`src/rtl/pse_event_pkg.sv`:
```
package pse_event_pkg;

    localparam int NUM_CH   = 4;
    localparam int NUM_PAIR = NUM_CH / 2;
    localparam int CLK_HZ   = 50_000_000;

    // command codes of the event registers
    localparam logic [7:0] CMD_START_LIMIT_RO  = 8'h08;
    localparam logic [7:0] CMD_START_LIMIT_CLR = 8'h09;
    localparam logic [7:0] CMD_SUPPLY_FAULT_RO = 8'h0A;
    localparam logic [7:0] CMD_SUPPLY_FAULT_CLR = 8'h0B;

    // values after reset, and the read data of unmapped codes
    localparam logic [7:0] START_LIMIT_RESET  = 8'h00;
    localparam logic [7:0] SUPPLY_FAULT_RESET = 8'h70;
    localparam logic [7:0] UNMAPPED_DATA      = 8'h00;

    // field positions of the start/limit register
    localparam int STRT_LSB = 0;
    localparam int LIM_LSB  = 4;

    // field positions of the supply and fault register
    localparam int SUP_THERMAL   = 7;
    localparam int SUP_VDD_UV    = 6;
    localparam int SUP_VDD_WARN  = 5;
    localparam int SUP_VPWR_UV   = 4;
    localparam int SUP_OVLD_34   = 3;
    localparam int SUP_OVLD_12   = 2;
    localparam int SUP_FAST_SHDN = 1;
    localparam int SUP_MEM_FAULT = 0;

    // times in milliseconds and their cycle counts
    localparam int STARTUP_TIME_MS     = 60;
    localparam int LIMIT_FAULT_TIME_MS = 60;
    localparam int COOLDOWN_TIME_MS    = 1000;
    localparam int CYC_PER_MS          = CLK_HZ / 1000;
    localparam int STARTUP_CYC         = STARTUP_TIME_MS * CYC_PER_MS;
    localparam int LIMIT_FAULT_CYC     = LIMIT_FAULT_TIME_MS * CYC_PER_MS;
    localparam int COOLDOWN_CYC        = COOLDOWN_TIME_MS * CYC_PER_MS;

    typedef enum logic [1:0] {
        CH_OFF    = 2'b00,
        CH_INRUSH = 2'b01,
        CH_ON     = 2'b11,
        CH_COOL   = 2'b10
    } chan_state_e;

    typedef struct packed {
        logic four_pair;
        logic dual_sig;
        logic class_high;
    } pair_cfg_s;

    // order matches the supply and fault register, bit 7 first
    typedef struct packed {
        logic thermal_shutdown_flag;
        logic logic_supply_undervoltage_flag;
        logic logic_supply_warning_flag;
        logic power_supply_undervoltage_flag;
        logic summed_overload_flag_ch_three_four;
        logic summed_overload_flag_ch_one_two;
        logic fast_shutdown_event_flag;
        logic program_memory_fault_flag;
    } supply_evt_s;

endpackage

```
`src/rtl/pse_port_fault_event_flags.sv`:
```
`timescale 1ns/1ps
`default_nettype none

module pse_port_fault_event_flags
    import pse_event_pkg::*;
#(
    parameter int unsigned START_CYC = STARTUP_CYC,
    parameter int unsigned LIMIT_CYC = LIMIT_FAULT_CYC,
    parameter int unsigned COOL_CYC  = COOLDOWN_CYC
) (
    input  wire logic                  clk_i,
    input  wire logic                  srst_i,
    input  wire logic                  cmd_valid_i,
    input  wire logic [7:0]            cmd_code_i,
    output logic      [7:0]            rd_data_o,
    output logic                       rd_valid_o,
    input  wire logic [1:0]            int_mask_i,
    output logic                       int_n_o,
    input  wire pair_cfg_s [NUM_PAIR-1:0] pair_cfg_i,
    input  wire logic                  auto_mode_i,
    input  wire logic [NUM_CH-1:0]     power_on_command_i,
    input  wire logic [NUM_CH-1:0]     power_off_i,
    input  wire logic [NUM_CH-1:0]     inrush_fault_i,
    input  wire logic [NUM_CH-1:0]     current_limit_i,
    input  wire logic [NUM_CH-1:0]     discovery_error_i,
    input  wire supply_evt_s           supply_evt_i,
    output logic      [NUM_CH-1:0]     channel_enable_o,
    output logic      [NUM_CH-1:0]     power_good_flag_o,
    output logic      [NUM_CH-1:0]     cooldown_o
);

    chan_state_e       state      [NUM_CH];
    chan_state_e       next_state [NUM_CH];
    logic [31:0]       tmr        [NUM_CH];
    logic [31:0]       next_tmr   [NUM_CH];
    logic [31:0]       lim_cnt    [NUM_CH];
    logic [NUM_CH-1:0] lim_hit;
    logic [NUM_CH-1:0] start_set;
    logic [NUM_CH-1:0] lim_set;
    logic [7:0]        start_limit;
    logic [7:0]        supply_fault;
    logic [7:0]        next_start_limit;
    logic [7:0]        next_supply_fault;
    logic              clr_start_limit;
    logic              clr_supply_fault;

    function automatic logic [31:0] load(input int unsigned cyc);
        load = (cyc > 1) ? 32'(cyc - 1) : 32'h0000_0000;
    endfunction

    function automatic logic timer_done(input logic [31:0] t);
        timer_done = (t == 32'h0000_0000);
    endfunction

    assign clr_start_limit  = cmd_valid_i && (cmd_code_i == CMD_START_LIMIT_CLR);
    assign clr_supply_fault = cmd_valid_i && (cmd_code_i == CMD_SUPPLY_FAULT_CLR);

    // limit timer: only counts while powered and held at the limit
    always_ff @(posedge clk_i) begin
        for (int c = 0; c < NUM_CH; c++) begin
            if (srst_i || state[c] != CH_ON || !current_limit_i[c]) begin
                lim_cnt[c] <= 32'h0000_0000;
            end else if (!lim_hit[c]) begin
                lim_cnt[c] <= lim_cnt[c] + 32'h0000_0001;
            end
        end
    end

    always_comb begin
        for (int c = 0; c < NUM_CH; c++) begin
            lim_hit[c] = (state[c] == CH_ON) && current_limit_i[c]
                         && (lim_cnt[c] >= load(LIMIT_CYC));
        end
    end

    // channel sequencing, one pair at a time
    always_comb begin
        int a;
        int b;
        logic ss;
        logic fault;
        a = 0;
        b = 0;
        ss = 1'b0;
        fault = 1'b0;
        start_set = '0;
        lim_set   = lim_hit;
        for (int c = 0; c < NUM_CH; c++) begin
            next_state[c] = state[c];
            next_tmr[c]   = timer_done(tmr[c]) ? tmr[c] : tmr[c] - 32'h0000_0001;
        end
        for (int p = 0; p < NUM_PAIR; p++) begin
            a  = 2 * p;
            b  = 2 * p + 1;
            ss = pair_cfg_i[p].four_pair && !pair_cfg_i[p].dual_sig;
            if (ss) begin
                // the pair moves as one port; the odd channel follows the even one, but joins inrush only when class_high is set
                case (state[a])
                    CH_OFF: begin
                        if (power_on_command_i[a] || power_on_command_i[b]) begin
                            next_state[a] = CH_INRUSH;
                            next_tmr[a]   = load(START_CYC);
                            if (pair_cfg_i[p].class_high) begin
                                next_state[b] = CH_INRUSH;
                                next_tmr[b]   = load(START_CYC);
                            end
                        end
                    end
                    CH_INRUSH: begin
                        if (timer_done(tmr[a])) begin
                            fault = inrush_fault_i[a]
                                    || (pair_cfg_i[p].class_high && inrush_fault_i[b]);
                            if (fault) begin
                                next_state[a] = CH_COOL;
                                next_state[b] = CH_COOL;
                                next_tmr[a]   = load(COOL_CYC);
                                next_tmr[b]   = load(COOL_CYC);
                                start_set[a]  = 1'b1;
                                start_set[b]  = 1'b1;
                            end else begin
                                next_state[a] = CH_ON;
                                next_state[b] = CH_ON;
                            end
                        end
                    end
                    CH_ON: begin
                        if (lim_hit[a] || lim_hit[b]) begin
                            next_state[a] = CH_COOL;
                            next_state[b] = CH_COOL;
                            next_tmr[a]   = load(COOL_CYC);
                            next_tmr[b]   = load(COOL_CYC);
                        end
                    end
                    CH_COOL: begin
                        if (timer_done(tmr[a])) begin
                            next_state[a] = CH_OFF;
                            next_state[b] = CH_OFF;
                        end
                    end
                    default: begin
                        next_state[a] = CH_OFF;
                        next_state[b] = CH_OFF;
                    end
                endcase
            end else begin
                for (int c = 2 * p; c <= 2 * p + 1; c++) begin
                    // each channel alone, a fault never touches its neighbour
                    case (state[c])
                        CH_OFF: begin
                            if (power_on_command_i[c]) begin
                                next_state[c] = CH_INRUSH;
                                next_tmr[c]   = load(START_CYC);
                            end
                        end
                        CH_INRUSH: begin
                            if (timer_done(tmr[c])) begin
                                if (inrush_fault_i[c]) begin
                                    next_state[c] = CH_COOL;
                                    next_tmr[c]   = load(COOL_CYC);
                                    start_set[c]  = 1'b1;
                                end else begin
                                    next_state[c] = CH_ON;
                                end
                            end
                        end
                        CH_ON: begin
                            if (lim_hit[c]) begin
                                next_state[c] = CH_COOL;
                                next_tmr[c]   = load(COOL_CYC);
                            end
                        end
                        CH_COOL: begin
                            if (timer_done(tmr[c])) begin
                                next_state[c] = CH_OFF;
                            end
                        end
                        default: begin
                            next_state[c] = CH_OFF;
                        end
                    endcase
                end
            end
        end
        start_set = start_set | (discovery_error_i & {NUM_CH{!auto_mode_i}});
        for (int p = 0; p < NUM_PAIR; p++) begin
            // a single-signature port is one load: dropping one half drops both,
            // otherwise the odd channel stays on with nothing left to sequence it
            if (pair_cfg_i[p].four_pair && !pair_cfg_i[p].dual_sig
                && (power_off_i[2 * p] || power_off_i[2 * p + 1])) begin
                next_state[2 * p]     = CH_OFF;
                next_state[2 * p + 1] = CH_OFF;
                next_tmr[2 * p]       = 32'h0000_0000;
                next_tmr[2 * p + 1]   = 32'h0000_0000;
            end
        end
        for (int c = 0; c < NUM_CH; c++) begin
            // a host off command or thermal shutdown overrides any sequence
            if (power_off_i[c] || supply_evt_i.thermal_shutdown_flag) begin
                next_state[c] = CH_OFF;
                next_tmr[c]   = 32'h0000_0000;
            end
        end
    end

    always_ff @(posedge clk_i) begin
        for (int c = 0; c < NUM_CH; c++) begin
            if (srst_i) begin
                state[c] <= CH_OFF;
            end else begin
                state[c] <= next_state[c];
            end
        end
    end

    // every entry into inrush or cool-down reloads the timer, so reset only has to park it at zero
    always_ff @(posedge clk_i) begin
        for (int c = 0; c < NUM_CH; c++) begin
            if (srst_i) begin
                tmr[c] <= 32'h0000_0000;
            end else begin
                tmr[c] <= next_tmr[c];
            end
        end
    end

    always_ff @(posedge clk_i) begin
        for (int c = 0; c < NUM_CH; c++) begin
            if (srst_i) begin
                channel_enable_o[c] <= 1'b0;
            end else begin
                channel_enable_o[c] <= (next_state[c] == CH_ON) || (next_state[c] == CH_INRUSH);
            end
        end
    end

    always_ff @(posedge clk_i) begin
        for (int c = 0; c < NUM_CH; c++) begin
            if (srst_i) begin
                power_good_flag_o[c] <= 1'b0;
            end else begin
                power_good_flag_o[c] <= (next_state[c] == CH_ON);
            end
        end
    end

    always_ff @(posedge clk_i) begin
        for (int c = 0; c < NUM_CH; c++) begin
            if (srst_i) begin
                cooldown_o[c] <= 1'b0;
            end else begin
                cooldown_o[c] <= (next_state[c] == CH_COOL);
            end
        end
    end

    // a new event in the clearing cycle survives: set wins over clear
    always_comb begin
        next_start_limit = start_limit;
        if (clr_start_limit) begin
            next_start_limit = 8'h00;
        end
        next_start_limit[LIM_LSB +: NUM_CH]  = next_start_limit[LIM_LSB +: NUM_CH] & ~power_off_i;
        next_start_limit[STRT_LSB +: NUM_CH] = next_start_limit[STRT_LSB +: NUM_CH] & ~power_off_i;
        next_start_limit[LIM_LSB +: NUM_CH]  = next_start_limit[LIM_LSB +: NUM_CH] | lim_set;
        next_start_limit[STRT_LSB +: NUM_CH] = next_start_limit[STRT_LSB +: NUM_CH] | start_set;
    end

    always_comb begin
        next_supply_fault = clr_supply_fault ? 8'h00 : supply_fault;
        next_supply_fault = next_supply_fault | supply_evt_i;
    end

    always_ff @(posedge clk_i) begin
        if (srst_i) begin
            start_limit <= START_LIMIT_RESET;
        end else begin
            start_limit <= next_start_limit;
        end
    end

    always_ff @(posedge clk_i) begin
        if (srst_i) begin
            supply_fault <= SUPPLY_FAULT_RESET;
        end else begin
            supply_fault <= next_supply_fault;
        end
    end

    always_ff @(posedge clk_i) begin
        if (srst_i) begin
            rd_valid_o <= 1'b0;
        end else begin
            rd_valid_o <= cmd_valid_i;
        end
    end

    // read answer carries the value before the clear takes effect
    always_ff @(posedge clk_i) begin
        if (srst_i) begin
            rd_data_o <= 8'h00;
        end else if (cmd_valid_i) begin
            case (cmd_code_i)
                CMD_START_LIMIT_RO,
                CMD_START_LIMIT_CLR:  rd_data_o <= start_limit;
                CMD_SUPPLY_FAULT_RO,
                CMD_SUPPLY_FAULT_CLR: rd_data_o <= supply_fault;
                default:              rd_data_o <= UNMAPPED_DATA;
            endcase
        end
    end

    // built from next values so the release lands with the clear itself
    always_ff @(posedge clk_i) begin
        if (srst_i) begin
            int_n_o <= 1'b1;
        end else begin
            int_n_o <= !((int_mask_i[0] && |next_start_limit)
                         || (int_mask_i[1] && |next_supply_fault));
        end
    end

endmodule

`default_nettype wire

```
`config.mk`:
```
export PLATFORM = sky130hd
export DESIGN_NAME = pse_port_fault_event_flags
export DESIGN_NICKNAME = d
export VERILOG_FILES = /design/src/rtl/pse_event_pkg.sv /design/src/rtl/pse_port_fault_event_flags.sv
export SDC_FILE = /design/constraint.sdc
export NUM_CORES = 1
export LEC_CHECK = 0
export BUFFER_PORTS_ARGS = -buffer_cell sky130_fd_sc_hd__buf_2
export CAP_MARGIN = 20
export CORE_AREA = 2 2 188 190
export DETAILED_ROUTE_END_ITERATION = 16
export DIE_AREA = 0 0 190 192
export REMOVE_ABC_BUFFERS = 1
export SLEW_MARGIN = 20
export SYNTH_ARGS = -nofsm -noshare
export SYNTH_HDL_FRONTEND = slang
export SYNTH_SLANG_ARGS = --single-unit
export TNS_END_PERCENT = 1
```
`constraint.sdc`:
```
create_clock -name clk_i -period 5.2 [get_ports clk_i]
set_clock_uncertainty 0.05 [all_clocks]
set_input_delay 1.3 -clock clk_i [delete_from_list [all_inputs] [get_ports clk_i]]
set_output_delay 1.3 -clock clk_i [all_outputs]
set_load 0.01 [all_outputs]
```
==> impl_metrics.yaml <==
run_status:
  status: "complete, no violations"
worst_setup_path:
  path_buf_inv: 0
  crit_required_ns: 5.58
  worstPathArrival_ns: 3.81
  startpoint_type: "register"
  worst_path_dominant_cell_family: "compound AO/OA/AOI/OAI gates"
  endpoint_kind: "register"
  critPathMaxFanout: 9
  cpMaxStageDelayCell: "a211oi_1"
  worst-setup-path-type: "reg -> reg"
  slowest_delay_ns: 0.90
  cp_cell_sequence: "nor4_1, nand2_1, a2111oi_0, o41ai_1, a211oi_1, o211ai_1, a21oi_1"
synth:
  ys_seq_area_share_pct: 48.4
  synth.area.top_cells: "edfxtp_1 26%, dfxtp_1 23%, xor2_1 5.7%"
  ys_types: 78
  netlist_area_sq_um: 15000
  ys.flop_type: "dfxtp_1"
  synth_edf_count: 128
  netlist_instances: 1598
  avgSynthCellArea_sq_um: 9.37
  ys_ff_latch: 298
  synth_top_area_share_pct: 25.7
  synth_area_leader_cell: "edfxtp_1"
  async_reset_ff_share_pct: 0
  yosysWarnings: 0
clock_network:
  cts_tree: "yes"
  cts_inserted_buffers: 35
  post_cts_buffers: 0
  insertion_delay_ns: 0.51
  cts.sinks: 298
  cts_hold_buf: 0
  clk_pin_slew_ns: 0.06
  cts-root-buf: "clkbuf_16"
  h-tree-depth: 2
  cts_buffer_depth: 3
  cts_resized: 0
sta:
  timing.final.crit_share_pct: 66.0
  rsz0062_at_grt: "false"
  hold_viol: 0
  setup_viol: 0
  slew_headroom_pct: 27.8
  finalCriticalPeriod_ns: 3.43
  finalMaxSlewViolations: 0
  tns_ns: 0
  fmax_ghz: 0.291
  worstMarginPinSlew_ns: 1.08
routing:
  detail-route-antenna-nets: 0
  drt_drc_violations_left: 0
  vias: 12100
  wl_per_cell_um: 16.1
  drt_wl_total_um: 35000
  drtPass1Iterations: 5
  drt_iter0_markers: 978
  post_drt_via_cell_ratio: 5.55
global_routing:
  grt_pass1_vias: 11300
  grt.overflow.total: 0
  antenna_found_initial: 6
  grt.total_usage_pct: 19.0
  grt_max_degree: 33
  grt_first_pass_wirelength_um: 57000
power_and_ir_drop:
  pwr-share-clk_pct: 38.0
  p_per_area_nw_per_um2: 362
  ir_drop_mv: 0.278
  seqPwrFrac_pct: 41.8
  p_leak_nw: 6.40
  p_int_mw: 4.36
  swShare_pct: 28.8
  switchingPower_mw: 1.77
  combPwrFrac_pct: 20.3
finish:
  layout_common_cells: "221 x nor2_1, 170 x dfxtp_1, 128 x edfxtp_1"
  layout_commonest_cell: "nor2_1"
  multi_input_area_sq_um: 7490
  post-route-util_pct: 49.4
  area_growth_pct: 13.2
  nNetsFinal: 1746
  fillers: 3208
  drive_above_1_share_pct: 9.97
  seq_area_sq_um: 7250
  finalNonFillerCells: 2172
floorplan:
  dieArea_sq_um: 36500
  num_rows: 68
  die_w_um: 190
  core_sq_um: 34300
  start_util_pct: 43.7
  dieHeight_um: 192
  io_pins: 70
run:
  maxCapViolations: 0
placed_design:
  hpwl_um: 24700
  placedCellCount: 2106
  gp_congestion: 0.873
  port_buffers: 69
hold_path:
  hold_class: "reg -> reg"
tightest hold or removal path, cell delays in order, from the launching register on:
cell,delay (ns)
dfxtp_1,0.31
nand2b_1,0.06
a21oi_1,0.06
power groups by stage:
| stage | clock, mW | combinational [mW] | sequential (mW) |
|---|---|---|---|
| 6_report | 2.33 | 1.24 | 2.56 |
| 5_1_grt | 2.48 | 1.39 | 2.57 |
| 4_1_cts | 2.39 | 1.24 | 2.56 |
| 3_5_place_dp | 0 | 1.23 | 2.61 |
| 3_3_place_gp | 0 | 1.22 | 2.61 |
| 2_1_floorplan | 0 | 0.955 | 2.59 |
cells by family after synthesis:
logic type | synth area share (%)
AND/OR/NAND/NOR | 24.2
flip-flops | 48.4
AO/OA/AOI/OAI | 12.6
XOR/XNOR | 10.6
buffers and inverters | 2.62
adder cells (fa/ha/maj) | 0.836
multiplexers | 0.735
other | 0.0250
sequential cells by signal, summed over array words and instances, names as in the netlist:
register / flops
channel_enable_o: 3
cooldown_o: 4
int_n_o: 1
lim_cnt: 128
power_good_flag_o: 4
rd_data_o: 8
rd_valid_o: 1
start_limit: 8
state: 5
supply_fault: 8
tmr: 128
final cells by class:
type	instances	share of cell area, %
well taps	455	3.36
repair buffers	82	2.61
clock buffers	48	5.70
flip-flops and latches	298	42.7
multi-input cells	1240	44.2
inverters	31	0.686
clock inverters	16	0.723
diodes	2	0.0295
path summary, 6_finish.rpt:
| path | startpoint | endpoint | slack, ns | cells past startpoint |
|---|---|---|---|---|
| worst min-delay path | rd_data_o[7]$_SDFFE_PP0P_ | rd_data_o[7]$_SDFFE_PP0P_ | 0.42 | 2 |
| worst min register to register | rd_data_o[7]$_SDFFE_PP0P_ | rd_data_o[7]$_SDFFE_PP0P_ | 0.42 | 2 |
| worst max-delay path | lim_cnt[0][26]$_SDFFCE_PN0P_ | tmr[0][11]$_SDFF_PP0_ | 1.77 | 7 |
| worst max register to register | lim_cnt[0][26]$_SDFFCE_PN0P_ | tmr[0][11]$_SDFF_PP0_ | 1.77 | 7 |
stage by stage:
| stage | power [mW] | setup slack, ns | instance area [sq um] | hold WS [ns] |
|---|---|---|---|---|
| 6_report | 6.13 | 1.77 | 17000 | 0.423 |
| 3_5_place_dp | 3.84 | 1.40 | 15900 | 0.410 |
| 5_1_grt | 6.44 | 1.43 | 17000 | 0.445 |
| 3_3_place_gp | 3.82 | 1.49 | 15900 | 0.407 |
| 2_1_floorplan | 3.55 | 1.75 | 14800 | 0.400 |
| 4_1_cts | 6.18 | 1.76 | 17000 | 0.426 |
cells in the mapped netlist (all sizes together), types with 5 or more instances:
cell    instances
and4            7
dfxtp         170
o31ai          12
or2            13
nand4b          9
nand2b         22
o21ai          34
buf            10
mux2            8
a21oi         109
nand2         108
a211o           7
nand3          68
xor2           97
nor2b          17
xnor2          84
a211oi         19
edfxtp        128
and2            5
nor2          221
clkbuf         58
nand3b          6
nor4           54
o31a            5
a21o            7
ha             10
and4b           6
o221ai          5
nand4          18
or4            26
a311oi          6
inv            31
o211ai          7
a31oi          23
nor3           64
and3           34
or3            24
metal layers:
layer	GRT usage (%)	wire length, um	part of all wire (%)
met1	26.3	16600	47
met2	30.4	15700	45
met3	3.84	2050	5.9
met4	5.04	652	1.9
met5	0	38	0.11
Note: power is estimated with default switching activity, not from simulation.
